[src/gtm_consts.svh]
/*
 * Constants for the general timer: register offsets, field positions,
 * reset values and divider ratios.
 * Assumes inclusion by its bare name; the guard allows several includers.
 */
`ifndef GTM_CONSTS_SVH
`define GTM_CONSTS_SVH

////////////////////////////////////////////////////////////////////////////////
// register byte offsets
`define GTM_ADDR_W          8
`define GTM_CTRL_OFS        8'h04
`define GTM_COUNT_OFS       8'h08
`define GTM_COMPARE_OFS     8'h0C
`define GTM_CLKCFG_OFS      8'h10
`define GTM_IRQ_OFS         8'h14

////////////////////////////////////////////////////////////////////////////////
// field positions
`define GTM_CTRL_TRIG_LSB   0
`define GTM_CTRL_METHOD_LSB 2
`define GTM_CTRL_CLEAR_BIT  4
`define GTM_CTRL_ENABLE_BIT 5
`define GTM_CLK_DIV_LSB     4
`define GTM_CLK_GATE_BIT    6
`define GTM_CLK_SRC_BIT     7
`define GTM_IRQ_GIE_BIT     0
`define GTM_IRQ_FLAG_BIT    1
`define GTM_IRQ_IE_BIT      17

////////////////////////////////////////////////////////////////////////////////
// reset values
`define GTM_COMPARE_RST     16'hFFFF
`define GTM_COUNT_RST       16'h0000

////////////////////////////////////////////////////////////////////////////////
// source edges per divided tick, by divider field
`define GTM_DIV_RATIO0      5'h02
`define GTM_DIV_RATIO1      5'h04
`define GTM_DIV_RATIO2      5'h08
`define GTM_DIV_RATIO3      5'h10

////////////////////////////////////////////////////////////////////////////////
// axi responses
`define GTM_RESP_OKAY       2'h0
`define GTM_RESP_SLVERR     2'h2

`endif

[src/gtm_pkg.sv]
/*
 * Types of the general timer: counting methods and trigger sources.
 * Assumes gtm_consts.svh is on the include path.
 */
`include "gtm_consts.svh"

package gtm_pkg;

   typedef enum logic [1:0] {
      GTM_M_WRAP,
      GTM_M_UPDOWN,
      GTM_M_SPLIT,
      GTM_M_CASCADE
   } gtm_method_e;

   typedef enum logic [1:0] {
      GTM_T_ALWAYS,
      GTM_T_COMPARATOR,
      GTM_T_OPAMP,
      GTM_T_CAPTURE
   } gtm_trigger_e;

   typedef logic [15:0] gtm_count_t;

endpackage

[src/gtm_tick_if.sv]
/*
 * Carrier between the timer core and its tick divider.
 * Assumes both ends sit on the same clock.
 */
`timescale 1ns/100ps

interface gtm_tick_if;
   logic       tick_source_sel;
   logic       tick_divider_gate;
   logic [1:0] tick_divider_sel;
   logic       divided_tick;

   modport core    (output tick_source_sel, output tick_divider_gate, output tick_divider_sel,
                    input divided_tick);
   modport divider (input tick_source_sel, input tick_divider_gate, input tick_divider_sel,
                    output divided_tick);
endinterface

[src/gtm_divider.sv]
/*
 * Tick divider: synchronises both source clocks, picks one, counts its
 * rising edges and pulses divided_tick for one clk_i cycle every ratio edges.
 * Assumes source clocks are much slower than clk_i (under clk_i/4).
 */
`timescale 1ns/100ps
`include "gtm_consts.svh"

module gtm_divider (
   // clock and reset
   input  wire logic clk_i,
   input  wire logic reset_i,
   // source clock pins
   input  wire logic fast_source_clock_i,
   input  wire logic slow_source_clock_i,
   // core side
   gtm_tick_if.divider tick_if
);
   import gtm_pkg::*;

   logic [1:0] fast_sync_q;
   logic [1:0] slow_sync_q;
   logic       src_last_q;
   logic [4:0] edge_cnt_q;
   logic [4:0] ratio;
   logic       src_lvl;
   logic       src_rise;
   logic       tick_q;

   ////////////////////////////////////////////////////////////////////////////
   // two-stage synchronisers
   always_ff @(posedge clk_i) begin
      if (reset_i) begin
         fast_sync_q <= 2'h0;
         slow_sync_q <= 2'h0;
      end else begin
         fast_sync_q <= {fast_sync_q[0], fast_source_clock_i};
         slow_sync_q <= {slow_sync_q[0], slow_source_clock_i};
      end
   end

   assign src_lvl  = tick_if.tick_source_sel ? slow_sync_q[1] : fast_sync_q[1];
   assign src_rise = src_lvl & ~src_last_q;

   always_comb begin
      unique case (tick_if.tick_divider_sel)
         2'h0: ratio = `GTM_DIV_RATIO0;
         2'h1: ratio = `GTM_DIV_RATIO1;
         2'h2: ratio = `GTM_DIV_RATIO2;
         2'h3: ratio = `GTM_DIV_RATIO3;
      endcase
   end

   ////////////////////////////////////////////////////////////////////////////
   // edge counter; a gated divider holds its count at zero
   always_ff @(posedge clk_i) begin
      if (reset_i) begin
         src_last_q <= 1'b0;
         edge_cnt_q <= 5'h00;
         tick_q     <= 1'b0;
      end else begin
         src_last_q <= src_lvl;
         tick_q     <= 1'b0;
         if (!tick_if.tick_divider_gate) begin
            edge_cnt_q <= 5'h00;
         end else if (src_rise) begin
            if (edge_cnt_q >= ratio - 5'h01) begin
               edge_cnt_q <= 5'h00;
               tick_q     <= 1'b1;
            end else begin
               edge_cnt_q <= edge_cnt_q + 5'h01;
            end
         end
      end
   end

   assign tick_if.divided_tick = tick_q;

endmodule

[src/gtm_top.sv]
/*
 * General timer top: AXI4-Lite register slave, 16-bit counter with four
 * counting methods, trigger gating, overflow flag and interrupt request.
 * Assumes trigger and source clock pins are asynchronous to clk_i and
 * that one write and one read at most are outstanding.
 */
`timescale 1ns/100ps
`include "gtm_consts.svh"

module gtm_top (
   // clock and reset
   input  wire logic        clk_i,
   input  wire logic        reset_i,
   // axi4-lite write address
   input  wire logic [7:0]  s_axi_awaddr_i,
   input  wire logic        s_axi_awvalid_i,
   output logic             s_axi_awready_o,
   // axi4-lite write data
   input  wire logic [31:0] s_axi_wdata_i,
   input  wire logic [3:0]  s_axi_wstrb_i,
   input  wire logic        s_axi_wvalid_i,
   output logic             s_axi_wready_o,
   // axi4-lite write response
   output logic [1:0]       s_axi_bresp_o,
   output logic             s_axi_bvalid_o,
   input  wire logic        s_axi_bready_i,
   // axi4-lite read address
   input  wire logic [7:0]  s_axi_araddr_i,
   input  wire logic        s_axi_arvalid_i,
   output logic             s_axi_arready_o,
   // axi4-lite read data
   output logic [31:0]      s_axi_rdata_o,
   output logic [1:0]       s_axi_rresp_o,
   output logic             s_axi_rvalid_o,
   input  wire logic        s_axi_rready_i,
   // source clocks and trigger pins
   input  wire logic        fast_source_clock_i,
   input  wire logic        slow_source_clock_i,
   input  wire logic        comparator_out_i,
   input  wire logic        opamp_out_i,
   input  wire logic        capture_timer_out_i,
   // power state
   input  wire logic        sleep_mode_i,
   // interrupt
   output logic             overflow_irq_o,
   output logic             wake_o
);
   import gtm_pkg::*;

   ////////////////////////////////////////////////////////////////////////////
   // declarations
   gtm_tick_if tick_if ();

   logic             awready_q;
   logic             wready_q;
   logic             aw_held_q;
   logic             w_held_q;
   logic [7:0]       waddr_q;
   logic [31:0]      wdata_q;
   logic [3:0]       wstrb_q;
   logic             bvalid_q;
   logic [1:0]       bresp_q;
   logic             arready_q;
   logic             rvalid_q;
   logic [31:0]      rdata_q;
   logic [1:0]       rresp_q;

   logic             do_write;
   logic [31:0]      wr_data;
   logic [3:0]       wr_strb;
   logic [7:0]       wr_addr;
   logic             wr_ctrl;
   logic             wr_compare;
   logic             wr_clkcfg;
   logic             wr_irq;
   logic             wr_mapped;
   logic [31:0]      rd_word;
   logic             rd_mapped;

   logic [1:0]       trig_sel_q;
   logic [1:0]       method_q;
   logic             clear_q;
   logic             enable_q;
   gtm_count_t       compare_q;
   logic             src_sel_q;
   logic             gate_q;
   logic [1:0]       div_sel_q;
   logic             gie_q;
   logic             ie_q;
   logic             flag_q;
   logic             irq_q;
   logic             wake_q;

   logic [1:0]       cmp_sync_q;
   logic [1:0]       opa_sync_q;
   logic [1:0]       cap_sync_q;
   logic             trig_ok;

   gtm_count_t       count_q;
   gtm_count_t       count_d;
   logic             down_q;
   logic             down_d;
   logic             ovf;
   logic             step;
   logic [7:0]       lo;
   logic [7:0]       hi;
   gtm_method_e      method;
   gtm_trigger_e     trigger;

   ////////////////////////////////////////////////////////////////////////////
   // axi write channels: address and data taken in either order
   assign wr_addr  = aw_held_q ? waddr_q : s_axi_awaddr_i;
   assign wr_data  = w_held_q ? wdata_q : s_axi_wdata_i;
   assign wr_strb  = w_held_q ? wstrb_q : s_axi_wstrb_i;
   assign do_write = (aw_held_q | (s_axi_awvalid_i & awready_q)) &
                     (w_held_q | (s_axi_wvalid_i & wready_q));

   assign wr_ctrl    = do_write & (wr_addr == `GTM_CTRL_OFS);
   assign wr_compare = do_write & (wr_addr == `GTM_COMPARE_OFS);
   assign wr_clkcfg  = do_write & (wr_addr == `GTM_CLKCFG_OFS);
   assign wr_irq     = do_write & (wr_addr == `GTM_IRQ_OFS);
   assign wr_mapped  = wr_ctrl | wr_compare | wr_clkcfg | wr_irq | (wr_addr == `GTM_COUNT_OFS);

   always_ff @(posedge clk_i) begin
      if (reset_i) begin
         awready_q <= 1'b1;
         wready_q  <= 1'b1;
         aw_held_q <= 1'b0;
         w_held_q  <= 1'b0;
         waddr_q   <= 8'h00;
         wdata_q   <= 32'h00000000;
         wstrb_q   <= 4'h0;
         bvalid_q  <= 1'b0;
         bresp_q   <= `GTM_RESP_OKAY;
      end else begin
         if (do_write) begin
            aw_held_q <= 1'b0;
            w_held_q  <= 1'b0;
            awready_q <= 1'b0;
            wready_q  <= 1'b0;
            bvalid_q  <= 1'b1;
            bresp_q   <= wr_mapped ? `GTM_RESP_OKAY : `GTM_RESP_SLVERR;
         end else begin
            if (s_axi_awvalid_i && awready_q) begin
               aw_held_q <= 1'b1;
               waddr_q   <= s_axi_awaddr_i;
               awready_q <= 1'b0;
            end
            if (s_axi_wvalid_i && wready_q) begin
               w_held_q <= 1'b1;
               wdata_q  <= s_axi_wdata_i;
               wstrb_q  <= s_axi_wstrb_i;
               wready_q <= 1'b0;
            end
            if (bvalid_q && s_axi_bready_i) begin
               bvalid_q  <= 1'b0;
               awready_q <= 1'b1;
               wready_q  <= 1'b1;
            end
         end
      end
   end

   ////////////////////////////////////////////////////////////////////////////
   // axi read channel: answer one cycle after the address is taken
   always_comb begin
      rd_word   = 32'h00000000;
      rd_mapped = 1'b1;
      unique case (s_axi_araddr_i)
         `GTM_CTRL_OFS: begin
            rd_word[`GTM_CTRL_TRIG_LSB +: 2]   = trig_sel_q;
            rd_word[`GTM_CTRL_METHOD_LSB +: 2] = method_q;
            rd_word[`GTM_CTRL_CLEAR_BIT]       = clear_q;
            rd_word[`GTM_CTRL_ENABLE_BIT]      = enable_q;
         end
         `GTM_COUNT_OFS:   rd_word[15:0] = count_q;
         `GTM_COMPARE_OFS: rd_word[15:0] = compare_q;
         `GTM_CLKCFG_OFS: begin
            rd_word[`GTM_CLK_DIV_LSB +: 2] = div_sel_q;
            rd_word[`GTM_CLK_GATE_BIT]     = gate_q;
            rd_word[`GTM_CLK_SRC_BIT]      = src_sel_q;
         end
         `GTM_IRQ_OFS: begin
            rd_word[`GTM_IRQ_GIE_BIT]  = gie_q;
            rd_word[`GTM_IRQ_FLAG_BIT] = flag_q;
            rd_word[`GTM_IRQ_IE_BIT]   = ie_q;
         end
         default: rd_mapped = 1'b0;
      endcase
   end

   always_ff @(posedge clk_i) begin
      if (reset_i) begin
         arready_q <= 1'b1;
         rvalid_q  <= 1'b0;
         rdata_q   <= 32'h00000000;
         rresp_q   <= `GTM_RESP_OKAY;
      end else if (s_axi_arvalid_i && arready_q) begin
         arready_q <= 1'b0;
         rvalid_q  <= 1'b1;
         rdata_q   <= rd_word;
         rresp_q   <= rd_mapped ? `GTM_RESP_OKAY : `GTM_RESP_SLVERR;
      end else if (rvalid_q && s_axi_rready_i) begin
         rvalid_q  <= 1'b0;
         arready_q <= 1'b1;
      end
   end

   ////////////////////////////////////////////////////////////////////////////
   // control and configuration registers
   always_ff @(posedge clk_i) begin
      if (reset_i) begin
         trig_sel_q <= 2'h0;
         method_q   <= 2'h0;
         enable_q   <= 1'b0;
         compare_q  <= `GTM_COMPARE_RST;
         src_sel_q  <= 1'b0;
         gate_q     <= 1'b0;
         div_sel_q  <= 2'h0;
         gie_q      <= 1'b0;
         ie_q       <= 1'b0;
      end else begin
         if (wr_ctrl && wr_strb[0]) begin
            trig_sel_q <= wr_data[`GTM_CTRL_TRIG_LSB +: 2];
            method_q   <= wr_data[`GTM_CTRL_METHOD_LSB +: 2];
            enable_q   <= wr_data[`GTM_CTRL_ENABLE_BIT];
         end
         if (wr_compare && wr_strb[0]) begin
            compare_q[7:0] <= wr_data[7:0];
         end
         if (wr_compare && wr_strb[1]) begin
            compare_q[15:8] <= wr_data[15:8];
         end
         if (wr_clkcfg && wr_strb[0]) begin
            div_sel_q <= wr_data[`GTM_CLK_DIV_LSB +: 2];
            gate_q    <= wr_data[`GTM_CLK_GATE_BIT];
            src_sel_q <= wr_data[`GTM_CLK_SRC_BIT];
         end
         if (wr_irq && wr_strb[0]) begin
            gie_q <= wr_data[`GTM_IRQ_GIE_BIT];
         end
         if (wr_irq && wr_strb[2]) begin
            ie_q <= wr_data[`GTM_IRQ_IE_BIT];
         end
      end
   end

   // clear bit lives one cycle, so a read right after the write may see it
   always_ff @(posedge clk_i) begin
      if (reset_i) begin
         clear_q <= 1'b0;
      end else begin
         clear_q <= wr_ctrl & wr_strb[0] & wr_data[`GTM_CTRL_CLEAR_BIT];
      end
   end

   assign tick_if.tick_source_sel   = src_sel_q;
   assign tick_if.tick_divider_gate = gate_q;
   assign tick_if.tick_divider_sel  = div_sel_q;

   gtm_divider gtm_divider_i (
      .clk_i               (clk_i),
      .reset_i             (reset_i),
      .fast_source_clock_i (fast_source_clock_i),
      .slow_source_clock_i (slow_source_clock_i),
      .tick_if             (tick_if)
   );

   ////////////////////////////////////////////////////////////////////////////
   // trigger pins: two flops before any use
   always_ff @(posedge clk_i) begin
      if (reset_i) begin
         cmp_sync_q <= 2'h0;
         opa_sync_q <= 2'h0;
         cap_sync_q <= 2'h0;
      end else begin
         cmp_sync_q <= {cmp_sync_q[0], comparator_out_i};
         opa_sync_q <= {opa_sync_q[0], opamp_out_i};
         cap_sync_q <= {cap_sync_q[0], capture_timer_out_i};
      end
   end

   assign trigger = gtm_trigger_e'(trig_sel_q);

   always_comb begin
      unique case (trigger)
         GTM_T_ALWAYS:     trig_ok = 1'b1;
         GTM_T_COMPARATOR: trig_ok = cmp_sync_q[1];
         GTM_T_OPAMP:      trig_ok = opa_sync_q[1];
         GTM_T_CAPTURE:    trig_ok = cap_sync_q[1];
      endcase
   end

   // sleep stops the count; idle, wait and standby keep it running
   assign step   = tick_if.divided_tick & enable_q & trig_ok & ~sleep_mode_i;
   assign method = gtm_method_e'(method_q);
   assign lo     = count_q[7:0];
   assign hi     = count_q[15:8];

   ////////////////////////////////////////////////////////////////////////////
   // counting methods
   always_comb begin
      count_d = count_q;
      down_d  = down_q;
      ovf     = 1'b0;
      unique case (method)
         GTM_M_WRAP: begin
            down_d = 1'b0;
            if (count_q >= compare_q) begin
               count_d = `GTM_COUNT_RST;
               ovf     = 1'b1;
            end else begin
               count_d = count_q + 16'h0001;
            end
         end
         GTM_M_UPDOWN: begin
            if (!down_q) begin
               if (compare_q == 16'h0000) begin
                  count_d = `GTM_COUNT_RST;
                  ovf     = 1'b1;
               end else if (count_q >= compare_q) begin
                  count_d = count_q - 16'h0001;
                  down_d  = 1'b1;
               end else begin
                  count_d = count_q + 16'h0001;
               end
            end else begin
               count_d = count_q - 16'h0001;
               if (count_q <= 16'h0001) begin
                  count_d = `GTM_COUNT_RST;
                  down_d  = 1'b0;
                  ovf     = 1'b1;
               end
            end
         end
         GTM_M_SPLIT: begin
            down_d = 1'b0;
            count_d[15:8] = (hi >= compare_q[15:8]) ? 8'h00 : hi + 8'h01;
            count_d[7:0]  = (lo >= compare_q[7:0]) ? 8'h00 : lo + 8'h01;
            ovf           = (lo >= compare_q[7:0]);
         end
         GTM_M_CASCADE: begin
            down_d = 1'b0;
            if (lo >= compare_q[7:0]) begin
               count_d[7:0]  = 8'h00;
               count_d[15:8] = hi + 8'h01;
               ovf           = 1'b1;
            end else begin
               count_d[7:0] = lo + 8'h01;
            end
         end
      endcase
   end

   always_ff @(posedge clk_i) begin
      if (reset_i) begin
         count_q <= `GTM_COUNT_RST;
         down_q  <= 1'b0;
      end else if (clear_q) begin
         count_q <= `GTM_COUNT_RST;
         down_q  <= 1'b0;
      end else if (step) begin
         count_q <= count_d;
         down_q  <= down_d;
      end
   end

   ////////////////////////////////////////////////////////////////////////////
   // overflow flag and interrupt; a set in the same cycle beats a clear
   always_ff @(posedge clk_i) begin
      if (reset_i) begin
         flag_q <= 1'b0;
      end else if (step && ovf && !clear_q) begin
         flag_q <= 1'b1;
      end else if (wr_irq && wr_strb[0] && !wr_data[`GTM_IRQ_FLAG_BIT]) begin
         flag_q <= 1'b0;
      end
   end

   always_ff @(posedge clk_i) begin
      if (reset_i) begin
         irq_q  <= 1'b0;
         wake_q <= 1'b0;
      end else begin
         irq_q  <= flag_q & ie_q & gie_q;
         wake_q <= flag_q & ie_q;
      end
   end

   ////////////////////////////////////////////////////////////////////////////
   // outputs
   assign s_axi_awready_o = awready_q;
   assign s_axi_wready_o  = wready_q;
   assign s_axi_bvalid_o  = bvalid_q;
   assign s_axi_bresp_o   = bresp_q;
   assign s_axi_arready_o = arready_q;
   assign s_axi_rvalid_o  = rvalid_q;
   assign s_axi_rdata_o   = rdata_q;
   assign s_axi_rresp_o   = rresp_q;
   assign overflow_irq_o  = irq_q;
   assign wake_o          = wake_q;

endmodule

[config.mk]
export PLATFORM = sky130hd
export DESIGN_NAME = gtm_top
export DESIGN_NICKNAME = d
export VERILOG_FILES = /design/src/gtm_pkg.sv /design/src/gtm_tick_if.sv /design/src/gtm_divider.sv /design/src/gtm_top.sv
export VERILOG_INCLUDE_DIRS = /design/src
export SDC_FILE = /design/constraint.sdc
export NUM_CORES = 1
export LEC_CHECK = 0
export BUFFER_PORTS_ARGS = -buffer_cell sky130_fd_sc_hd__buf_2
export CAP_MARGIN = 0
export CELL_PAD_IN_SITES_DETAIL_PLACEMENT = 0
export CELL_PAD_IN_SITES_GLOBAL_PLACEMENT = 1
export CORE_MARGIN = 4
export CORE_UTILIZATION = 43
export DETAILED_ROUTE_END_ITERATION = 7
export GPL_TIMING_DRIVEN = 0
export HOLD_SLACK_MARGIN = 0.12
export PLACE_DENSITY = 0.9
export SETUP_SLACK_MARGIN = 0.15
export SYNTH_ARGS = -nofsm -noshare
export SYNTH_HDL_FRONTEND = slang
export SYNTH_SLANG_ARGS = --single-unit
[constraint.sdc]
create_clock -name clk_i -period 2.9 [get_ports clk_i]
set_input_delay 0.29 -clock clk_i [delete_from_list [all_inputs] [get_ports clk_i]]
set_output_delay 0.29 -clock clk_i [all_outputs]
set_load 0.01 [all_outputs]
# == After elaboration in Yosys (flattened, before gate mapping) ==
# Cells that the tools add are included.
# totals
input_bits,65
out_inout_bits,43
register_bits,122
# classes
bitwise_logic,26
mux,50
n_eq_ne,20
reduce_logical,34
addsub,6
order_cmp,5
# ops
operator,count
two-way mux 16 bit,5
case mux 16 bit (4 select lines),1
"equality test 8 x 4 -> 1 bit, second input constant",4
"equality test 8 x 5 -> 1 bit, second input constant",4
two-way mux 8 bit,4
two-way mux 1 bit,26
case mux 5 bit (4 select lines),1
two-way mux 18 bit,1
"adder 16 x 1 -> 16 bit, second input constant",1
"adder 8 x 1 -> 8 bit, second input constant",2
"equality test 8 x 3 -> 1 bit, second input constant",2
>= comparator 16 bit,1
>= comparator 8 bit,2
"less-or-equal comparator 16 x 1 -> 1 bit, second input constant",1
logical NOT 16 bit,1
case mux 2 bit (4 select lines),2
case mux 8 bit (2 select lines),1
"subtractor 16 x 1 -> 16 bit, second input constant",1
bitwise AND 1 bit,15
logical AND 1 bit,14
"equality test 2 bit, second input constant",6
case mux 2 bit (3 select lines),2
case mux 1 bit (4 select lines),2
"equality test 2 x 1 -> 1 bit, second input constant",3
other kinds (18),39

# == Longest topological paths before layout ==
# Gate-level depths: netlist (run 1).
# logic_depth
ltp_word,9
mapped_depth,11
mapped_depth_nobuf,9

# == Hierarchy ==
# Synthesis (run 1) repeated with hierarchy kept, for this count alone.
# unflattened
hier_cells,868
area_unflattened_um2,7066.8
# modules_own_cells
mod,seq_area_each_um2,n_inst,cells_each,area_each_um2
gtm_top,2162.1,1,816,6536.3
gtm_divider,220.2,1,52,530.5

# == Worst setup path before layout (run 1) ==
# No wires, ideal clock.
# synth_timing
path_type,reg2reg
startpoint,register count_q[8]
endpoint,register count_q[12]
arrival_ps,2438
slack_ps,388
n_path_buf,2
setup_time_ps,74
path_stages_with_launch,11
period_less_slack_ps,2512
cell_sequence,dfxtp_1 -> clkbuf_1 -> inv_1 -> ha_1 -> a22oi_1 -> o41ai_4 -> a21o_1 -> a21o_2 -> buf_6 -> or4_1 -> a31oi_1
# synth_via
elab_chain_cells,5
word_cells_on_any_way,14
# synth_lines
element,line_no,rtl
"start, declared",gtm_top.sv:99,gtm_count_t count_q;
"start signal, assigned",gtm_top.sv:357,count_q <= `GTM_COUNT_RST;
"start signal, assigned",gtm_top.sv:360,count_q <= `GTM_COUNT_RST;
"start signal, assigned",gtm_top.sv:363,count_q <= count_d;
"adder 16 x 1 -> 16 bit, or another cell as far along","gtm_top.sv:313, gtm_top.sv:325",
two-way mux 16 bit,gtm_top.sv:321,end else if (count_q >= compare_q) begin
two-way mux 16 bit,gtm_top.sv:318,if (compare_q == 16'h0000) begin
two-way mux 16 bit,gtm_top.sv:317,if (!down_q) begin
case mux 16 bit (4 select lines) (*),gtm_top.sv:306,unique case (method)
# Mark *: on every way between the ends. The rest lies on a longest branch, timed or not. The select of a mux whose other input is x is not followed.
# A chain may end at the register's enable or synchronous reset.

# == Worst setup path in the final report (run 1) ==
# layout_timing
startpoint,register count_q[0]
endpoint,register count_q[9]
# layout_via
elab_chain_cells,5
word_cells_on_any_way,13
# layout_lines
element,line_no
"adder 16 x 1 -> 16 bit, or another cell as far along","gtm_top.sv:313, gtm_top.sv:325"
two-way mux 16 bit,gtm_top.sv:321
two-way mux 16 bit,gtm_top.sv:318
two-way mux 16 bit,gtm_top.sv:317
case mux 16 bit (4 select lines),gtm_top.sv:306
# Parallel ways exist; a longest one is shown, timed or not.

==> results by group, run 1 <==
Synth
  – Ys flop type: dfxtp_1
  – Yosys top cell area share: 0.348
  – Yosys warns: 0
  – Mapped Cells: 824
  – Post-synthesis sequential area ratio: 0.348
  – Post-Syn Area: 6850 sq um
  – Asr flop ratio synth: 0
  – Post-synth cell types: 77
  – Synth top area cells: dfxtp_1, mux2i_1, ha_1
  – Post-synthesis register bit count: 119
  – Syn avg cell area: 8.32 sq um
  – Top cells by count, synth: dfxtp_1, nor2_1, nand2_1
  – Synth area leader: dfxtp_1
  – Most frequent cell after synthesis: dfxtp_1
  – Post-synth EDFFs: 0

Run status
  – Status: finished clean

Setup path
  – Crit path max fanout: 10
  – Worst Path Required: 3.23 ns
  – Crit path depth: 10
  – Worst Path Arrival: 3.03 ns
  – Crit-path cells: inv_1, ha_1, a31oi_1, nor2b_1, o2111a_1, nor3_4, buf_6, mux2i_1, mux2_1, a211oi_1
  – Slowest cell delay on critical path: 0.43 ns
  – Reg2reg path depth: 10
  – Worst path slowest cell: dfxtp_2
  – Setup crit start kind: register
  – CP Capture Type: register
  – Crit path kind: register to register
  – Critical R2R Capture: count_q[9]
  – Origin of the critical flop-to-flop path: count_q[0]
  – Kind of cell adding the most delay to the critical path: compound AO/OA/AOI/OAI gates
  – Flop2flop setup slack: 0.19 ns
  – Crit path to: count_q[9]
  – Crit path from: count_q[0]
  – Worst path bufs/invs: 2

Timing
  – Post-route setup slack: 0.191 ns
  – Setup Viol. Count Final: 0
  – Skew final: 0.00896 ns
  – Worst slew pin tran: 0.700 ns
  – Final hold vios: 0
  – Slew Limit Fails: 0
  – Fin Hold WS: 0.130 ns
  – Rel. slew slack: 0.533
  – Fin crit period: 2.71 ns
  – FMAX: 369 MHz
  – RSZ-0062 raised after global routing: yes
  – Period utilization: 0.934

Global routing
  – Vias in the first global route: 6,271
  – Gr usage total: 0.232
  – Met1 Track Usage GR: 0.315
  – GR peak layer: met2
  – Pin count of the biggest net entering global routing: 17
  – First-pass GRT wire length: 33.2 mm
  – Global-route met2 utilization: 0.356
  – Overflow after GRT: 0
  – Met3 Use GR: 0.0619
  – Initial antenna violation count: 0

Cells and area
  – Multi-input combinational cell area: 4150 sq um
  – Final-layout fill cell count: 1,442
  – Final #Nets: 1,054
  – # diodes: 0
  – Reg area: 2390 sq um
  – Final Cell Area: 8550 sq um
  – Share of post-route cells with drive strength above 1: 0.197
  – Area delta synth->final: 24.7%

Floorplanning
  – Die area: 18,000 sq um
  – I/O pins: 108
  – Initial core utilization: 0.444
  – Die Wd: 134 um
  – Floorplan die height: 134 um
  – Total core area: 15,400 sq um
  – Num rows: 45

CTS
  – Longest Clk Path Bufs: 2
  – Worst-path clk slew: 0.06 ns
  – # H-tree levels: 4
  – Clock latency on the worst-skew pair: 0.42 ns
  – Root buffer cell: clkbuf_16
  – CTS tree: built
  – Sink Count: 119
  – CTS Buf Count: 17

Pwr
  – Pwr per Cell Area: 498 nW/um^2
  – Leakage Power: 3.60 nW
  – Peak VDD IR: 0.469 mV

Drt
  – DR vias/cell: 5.76
  – Post-route DRC violation count: 0
  – Detailed Route Iter0 Violations: 803
  – Post-detailed-route count of antenna-violating nets: 0
  – Final wirelength: 21.4 mm
  – Pre-Repair DR Iteration Count: 6
  – Avg WL per Cell: 18.0 um
  – Via count: 6,831

Worst hold path
  – Worst Hold Class: input pin to register
  – Worst hold path startpoint: s_axi_awaddr_i[0]

Placement
  – Pre-CTS setup slack: -0.462 ns
  – DP Wirelength: 15.7 mm
  – DP Area: 7540 sq um
  – RePlAce Congestion: 0.963
  – I/O Buffers: 72

Run
  – Max-capacitance violation count: 0
==> worst min-delay path by stage <==
stage | to | slack (ns) | depth (start not counted)
after floorplan | cap_sync_q[1] | 0.41 | 1
after global placement | gtm_divider_i.slow_sync_q[1] | 0.42 | 1
after detailed placement | opa_sync_q[1] | 0.42 | 1
after CTS | waddr_q[0] | 0.12 | 3
after global routing | wdata_q[1] | 0.13 | 3
final | waddr_q[0] | 0.13 | 3
==> layout by cell type (no fill, tap or decap), types with 18 or more instances in the layout <==
cell type | Yosys | final
dfxtp_1 | 119 | 110
o21ai_0 | 22 | 19
dlygate4sd3_1 | 0 | 23
nor2_1 | 81 | 81
nor2b_1 | 18 | 18
nand2_1 | 75 | 75
clkbuf_1 | 39 | 38
nor3_1 | 34 | 33
mux2i_1 | 46 | 46
ha_1 | 27 | 27
inv_1 | 30 | 30
buf_2 | 4 | 77
buf_4 | 19 | 26
a21oi_1 | 54 | 54
==> sequential cells by signal, summed over array words and instances (netlist names), 2 cells and up <==
register and cells:
compare_q 16, opa_sync_q 2, gtm_divider_i.slow_sync_q 2, waddr_q 8, wdata_q 17, wstrb_q 3, trig_sel_q 2, gtm_divider_i.edge_cnt_q 5
s_axi_rdata_o 17, cap_sync_q 2, div_sel_q 2, count_q 16, cmp_sync_q 2, gtm_divider_i.fast_sync_q 2, method 2
==> per-layer routing <==
layer	wire, um	share of wire
met1	9710	0.45
met2	9500	0.44
met4	492	0.023
met3	1660	0.078
met5	0	0
==> report_power, final <==
| group | total [mW] | internal, mW | switching (mW) |
|---|---|---|---|
| sequential | 1.72 | 1.69 | 0.0307 |
| combinational | 0.426 | 0.185 | 0.242 |
| clock | 2.11 | 1.34 | 0.773 |
==> metrics by stage <==
stage | power, mW | cells | setup TNS, ns | utilization
5_1_grt | 4.41 | 1186 | 0 | 0.554
2_1_floorplan | 2.01 | 840 | 0 | -
6_report | 4.26 | 1186 | 0 | 0.554
3_3_place_gp | 2.14 | 1123 | -4.82 | 0.489
3_5_place_dp | 2.15 | 1123 | -4.50 | 0.489
4_1_cts | 4.28 | 1181 | 0 | 0.547
==> worst min-delay path, delay by kind of cell <==
family	cells	cell delay, ns
and+or+nand+nor	1	0.08
muxes	1	0.06
buffers and inverters	1	0.08
==> cell type report <==
cell class / count / share of cell area
multi-input combinational: 621 / 0.486
clock inverter: 9 / 0.0136
timing repair buffer: 103 / 0.0761
tap: 211 / 0.0309
inverter: 30 / 0.0132
buffer: 70 / 0.0441
clock buffer: 23 / 0.0559
sequential: 119 / 0.280
==> logic make-up (layout without fill, tap and decap cells) <==
group	Yosys count	count (layout)	synth area share
AOI/OAI and AO/OA	197	197	0.204
buffers and inverters	100	235	0.0692
adders and majority gates	27	27	0.0493
other	1	17	0.000547
muxes	59	59	0.0886
DFF	119	119	0.348
xor gates and xnor gates	8	8	0.0102
and+or+nand+nor	313	313	0.230
==> timing repair <==
action,in CTS,in global routing
hold buffers,23,0
endpoints found under the setup margin,17,17
buffers inserted,3,5
hold endpoints to repair,23,0
resized for setup,19,18
pin swaps,2,2
No activity file was read; power rests on OpenSTA's default activity.
==> inputs of run 2 (changes only) <==
--- a/config.mk
+++ b/config.mk
@@ -15,7 +15,7 @@
 export DETAILED_ROUTE_END_ITERATION = 7
 export GPL_TIMING_DRIVEN = 0
 export HOLD_SLACK_MARGIN = 0.12
-export PLACE_DENSITY = 0.9
+export PLACE_DENSITY_LB_ADDON = 0.1
 export SETUP_SLACK_MARGIN = 0.15
 export SYNTH_ARGS = -nofsm -noshare
 export SYNTH_HDL_FRONTEND = slang
==> run 2 against run 1 <==
  * Critical endpoint is now count_q[11]
  * Largest cell class unchanged
  * Total power shrank 1.9%
  * Via count up 0.28%
  * Non-clock buffer count grew 4
  * Worst hold slack worse by 0.0034 ns
  * Sequential power hardly changed
==> results by group, run 2 (synthesis gave the netlist of run 1 again) <==
Global routing
  – Pin count of the biggest net entering global routing: 17
  – Initial antenna violation count: 0
  – Vias in the first global route: 6,567
  – Overflow after GRT: 0
  – First-pass GRT wire length: 35.3 mm
  – Gr usage total: 0.248

Pwr
  – Peak VDD IR: 0.577 mV
  – Total power: 4.18 mW
  – Pwr per Cell Area: 485 nW/um^2
  – Leakage Power: 3.61 nW

Timing
  – FMAX: 366 MHz
  – Rel. slew slack: 0.521
  – Worst slew pin tran: 0.709 ns
  – Fin Hold WS: 0.127 ns
  – Setup Viol. Count Final: 0
  – Slew Limit Fails: 0
  – RSZ-0062 raised after global routing: yes
  – Skew final: 0.0127 ns
  – Fin crit period: 2.73 ns
  – Period utilization: 0.942
  – Final hold vios: 0

Floorplanning
  – I/O pins: 108
  – Num rows: 45
  – Total core area: 15,400 sq um
  – Die area: 18,000 sq um
  – Initial core utilization: 0.444
  – Die Wd: 134 um
  – Floorplan die height: 134 um

CTS
  – Worst-path clk slew: 0.06 ns
  – CTS Buf Count: 17
  – # H-tree levels: 4
  – Longest Clk Path Bufs: 2
  – Root buffer cell: clkbuf_16
  – Sink Count: 119
  – CTS tree: built
  – Clock latency on the worst-skew pair: 0.42 ns

Drt
  – Via count: 6,850
  – Detailed Route Iter0 Violations: 588
  – Pre-Repair DR Iteration Count: 5
  – Post-route DRC violation count: 0
  – Final wirelength: 22.3 mm
  – DR vias/cell: 5.76
  – Post-detailed-route count of antenna-violating nets: 0
  – Avg WL per Cell: 18.7 um

Setup path
  – Crit path kind: register to register
  – Crit path max fanout: 9
  – Crit path from: count_q[8]
  – Crit-path cells: clkbuf_4, inv_1, ha_1, a22oi_2, o41ai_4, a221oi_4, buf_4, a21boi_1, a41o_1, a311oi_1
  – Worst Path Required: 3.19 ns
  – Crit path to: count_q[11]
  – Slowest cell delay on critical path: 0.41 ns
  – Setup crit start kind: register
  – Worst path slowest cell: a221oi_4
  – Flop2flop setup slack: 0.17 ns
  – Reg2reg path depth: 10
  – Critical R2R Capture: count_q[11]
  – CP Capture Type: register
  – Worst Path Arrival: 3.02 ns
  – Origin of the critical flop-to-flop path: count_q[8]

Cells and area
  – Final-layout fill cell count: 1,460
  – Share of post-route cells with drive strength above 1: 0.208
  – Most frequent cells in the layout: dfxtp_1, nor2_1, buf_2
  – Area delta synth->final: 25.6%
  – Commonest non-fill, non-tap cell in the layout: dfxtp_1
  – Final #Nets: 1,058
  – # diodes: 0
  – Final core utilization: 0.558
  – Multi-input combinational cell area: 4200 sq um
  – Reg area: 2400 sq um
  – Final Cell Area: 8600 sq um

Placement
  – DP Area: 7540 sq um
  – RePlAce Congestion: 0.914
  – DP Wirelength: 16.7 mm
  – I/O Buffers: 72

Run
  – Max-capacitance violation count: 0

Worst hold path
  – Worst Hold Class: input pin to register

Run status
  – Status: finished clean
## run 2: worst min path at each step
stage / slack [ns] / depth (start not counted) / end / start
after global placement: 0.42 / 1 / cmp_sync_q[1] / cmp_sync_q[0]
after floorplan: 0.41 / 1 / cap_sync_q[1] / cap_sync_q[0]
after CTS: 0.12 / 3 / wdata_q[14] / s_axi_wdata_i[14]
final: 0.13 / 3 / wdata_q[14] / s_axi_wdata_i[14]
after detailed placement: 0.42 / 1 / cmp_sync_q[1] / cmp_sync_q[0]
after global routing: 0.15 / 3 / wdata_q[13] / s_axi_wdata_i[13]
## run 2: layer usage
layer,vias to the layer above,global-route usage,share of wire
met3,26,0.0653,0.081
met2,294,0.392,0.45
li1,3264,-,-
met4,0,0.0656,0.017
met1,3266,0.337,0.45
met5,-,0,0
## run 2: critical path: cells and delay by family (launching register included)
kind / cells / cell delay, ns
buffers and inverters: 3 / 0.59
adder cells (fa/ha/maj): 1 / 0.28
AO/OA/AOI/OAI: 6 / 1.37
flip-flops: 1 / 0.37
## run 2: area by class of cell
class                      count  area share
buffer                        70      0.0438
clock inverter                10      0.0111
tap                          211      0.0307
sequential                   119       0.279
multi-input combinational    621       0.488
inverter                      30      0.0131
timing repair buffer         107      0.0797
clock buffer                  22      0.0551
## run 2: where the power goes
| group | switching [mW] | internal [mW] | leakage, nW |
|---|---|---|---|
| Sequential | 0.0298 | 1.69 | 0.966 |
| Combinational | 0.248 | 0.186 | 2.36 |
| Clock | 0.776 | 1.25 | 0.277 |
## run 2: stage by stage
step	instances	setup TNS [ns]	setup WS [ns]
after floorplan	840	0	0.388
after global placement	1123	-5.55	-0.532
after detailed placement	1123	-5.53	-0.532
after CTS	1184	0	0.0382
after global routing	1190	0	0.108
final	1190	0	0.169
## run 2: repair_timing
action / in CTS / in global routing
pin swaps: 3 / 2
setup endpoints to repair: 17 / 19
hold endpoints to repair: 25 / 0
setup buffers: 4 / 6
resized for setup: 23 / 27
hold buffers: 25 / 0
==> inputs of run 3 (changes only) <==
--- a/config.mk
+++ b/config.mk
@@ -6,12 +6,13 @@
 export SDC_FILE = /design/constraint.sdc
 export NUM_CORES = 1
 export LEC_CHECK = 0
+export ABC_AREA = 1
 export BUFFER_PORTS_ARGS = -buffer_cell sky130_fd_sc_hd__buf_2
 export CAP_MARGIN = 0
 export CELL_PAD_IN_SITES_DETAIL_PLACEMENT = 0
 export CELL_PAD_IN_SITES_GLOBAL_PLACEMENT = 1
 export CORE_MARGIN = 4
-export CORE_UTILIZATION = 43
+export CORE_UTILIZATION = 41
 export DETAILED_ROUTE_END_ITERATION = 7
 export GPL_TIMING_DRIVEN = 0
 export HOLD_SLACK_MARGIN = 0.12
==> run 3 against run 2 <==
  * Worst hold slack better by 0.0037 ns
  * Setup slack better by 0.18 ns
  * Critical path depth up 4
  * Flip-flop and latch count unchanged
  * Core utilization down 4.8 points
  * Clock skew down 0.0013 ns
  * Highest routed layer unchanged
==> results by group, run 3 <==
Run status
  – Status: finished clean

CTS
  – Clock latency on the worst-skew pair: 0.43 ns
  – CTS Buf Count: 17
  – Longest Clk Path Bufs: 2
  – Worst-path clk slew: 0.07 ns
  – # H-tree levels: 4
  – Sink Count: 119
  – Setup Fix Bufs, Post-CTS: 0
  – Root buffer cell: clkbuf_16
  – CTS tree: built

Run
  – Max-capacitance violation count: 0

Global routing
  – Gr usage total: 0.224
  – Vias in the first global route: 6,566
  – Pin count of the biggest net entering global routing: 17
  – Initial antenna violation count: 0
  – Overflow after GRT: 0
  – First-pass GRT wire length: 33.3 mm

Timing
  – Fin Hold WS: 0.130 ns
  – FMAX: 392 MHz
  – Fin crit period: 2.55 ns
  – Final hold vios: 0
  – Setup Viol. Count Final: 0
  – Rel. slew slack: 0.441
  – Worst slew pin tran: 0.836 ns
  – Period utilization: 0.880
  – Post-route setup TNS: 0 ns
  – RSZ-0062 raised after global routing: no
  – Skew final: 0.0114 ns
  – Slew Limit Fails: 0

Synth
  – Post-synth cell types: 45
  – Syn avg cell area: 6.74 sq um
  – Ys flop type: dfxtp_1
  – Top cells by count, synth: nand2_1, nor2_1, dfxtp_1
  – Post-synthesis sequential area ratio: 0.346
  – Most frequent cell after synthesis: nand2_1
  – Yosys warns: 0
  – Mapped Cells: 1,022
  – Yosys top cell area share: 0.346
  – Synth area leader: dfxtp_1
  – Post-synthesis register bit count: 119
  – Asr flop ratio synth: 0
  – Synth top area cells: dfxtp_1, nand2_1, nor2_1
  – Post-synth EDFFs: 0
  – Post-Syn Area: 6890 sq um

Floorplanning
  – Total core area: 16,500 sq um
  – Die Wd: 138 um
  – Floorplan die height: 138 um
  – Die area: 19,000 sq um
  – I/O pins: 108
  – Num rows: 47
  – Initial core utilization: 0.417

Drt
  – Detailed Route Iter0 Violations: 409
  – Post-detailed-route count of antenna-violating nets: 0
  – Post-route DRC violation count: 0
  – Final wirelength: 20.6 mm
  – DR vias/cell: 4.99
  – Pre-Repair DR Iteration Count: 5
  – Avg WL per Cell: 14.8 um
  – Via count: 6,922

Setup path
  – Worst Path Required: 3.26 ns
  – Setup crit start kind: register
  – Crit path kind: register to register
  – Worst Path Arrival: 2.91 ns
  – Crit path max fanout: 9
  – CP Capture Type: register

Pwr
  – Pwr per Cell Area: 512 nW/um^2
  – Leakage Power: 4.14 nW
  – Total power: 4.32 mW
  – Peak VDD IR: 0.374 mV

Cells and area
  – Final #Nets: 1,247
  – Commonest non-fill, non-tap cell in the layout: nand2_1
  – Share of post-route cells with drive strength above 1: 0.150
  – Most frequent cells in the layout: nand2_1, nor2_1, dfxtp_1
  – Final-layout fill cell count: 1,755
  – Reg area: 2380 sq um
  – Non-Filler Instances: 1,388
  – # diodes: 0
  – Multi-input combinational cell area: 3830 sq um
  – Area delta synth->final: 22.3%

Worst hold path
  – Worst Hold Class: input pin to register

Placement
  – Placed Instances: 1,332
  – I/O Buffers: 74
  – DP Wirelength: 15.4 mm
  – RePlAce Congestion: 0.877
==> run 3: stage by stage <==
stage | worst slack, ns | utilization | instance area, sq um
3_3_place_gp | 0.175 | 0.460 | 7600
4_1_cts | 0.156 | 0.510 | 8420
5_1_grt | 0.185 | 0.510 | 8430
6_report | 0.347 | 0.510 | 8430
2_1_floorplan | 0.957 | - | 6950
3_5_place_dp | 0.146 | 0.460 | 7600
==> run 3: final timing paths <==
kind | slack (ns) | startpoint | cells after the start | end
max | 0.35 | count_q[3] | 14 | count_q[15]
max reg2reg | 0.35 | count_q[3] | 14 | count_q[15]
min | 0.13 | s_axi_wstrb_i[2] | 3 | wstrb_q[2]
min reg2reg | 0.40 | opa_sync_q[0] | 2 | opa_sync_q[1]
==> run 3: layout make-up <==
| class | count | share of cell area |
|---|---|---|
| Tap cell | 220 | 0.0327 |
| Buffer | 51 | 0.0338 |
| Timing Repair Buffer | 98 | 0.0724 |
| Clock inverter | 15 | 0.0187 |
| Multi-Input combinational cell | 746 | 0.454 |
| Sequential cell | 119 | 0.283 |
| Clock buffer | 17 | 0.0505 |
| Inverter | 122 | 0.0546 |
==> run 3: where the power goes <==
group	internal [mW]	leakage (nW)	switching (mW)
clock	1.22	0.281	0.912
sequential	1.71	0.970	0.0407
combinational	0.162	2.89	0.272
total	3.09	4.14	1.22
==> run 3: worst max-delay path, cell delays in order, from the launching register on <==
cell and delay, ns:
dfxtp_1 0.53, ha_1 0.32, nand2_1 0.06, nand2_1 0.05, nor2_1 0.09, nand2_1 0.06
nand2_1 0.05, nand2_1 0.10, nand2_2 0.21, nand2_1 0.20, nor2_2 0.27, inv_1 0.22
o21ai_1 0.16, nor2_1 0.05, a21oi_1 0.12
==> run 3: cell families (layout without fill, tap and decap cells) <==
kind of cell,Yosys count,in the layout,share of synthesized area
and+or+nand+nor,480,480,0.300
buffers and inverters,173,303,0.108
AOI/OAI and AO/OA,193,193,0.159
xor gates and xnor gates,28,28,0.0356
DFF,119,119,0.346
other,1,17,0.000544
muxes,1,1,0.00145
adders and majority gates,27,27,0.0490
==> run 3: layer usage <==
metal | vias up | part of all wire | global-route usage
li1 | 3583 | - | -
met1 | 3163 | 0.46 | 0.288
met2 | 144 | 0.49 | 0.384
met3 | 32 | 0.038 | 0.0376
met4 | 0 | 0.019 | 0.0682
met5 | - | 0 | 0
==> run 3: repair_timing <==
action,4_1_cts,5_1_grt
gates resized for setup,0,3
hold endpoints to repair,24,0
setup endpoints to repair,0,14
hold buffers,24,0
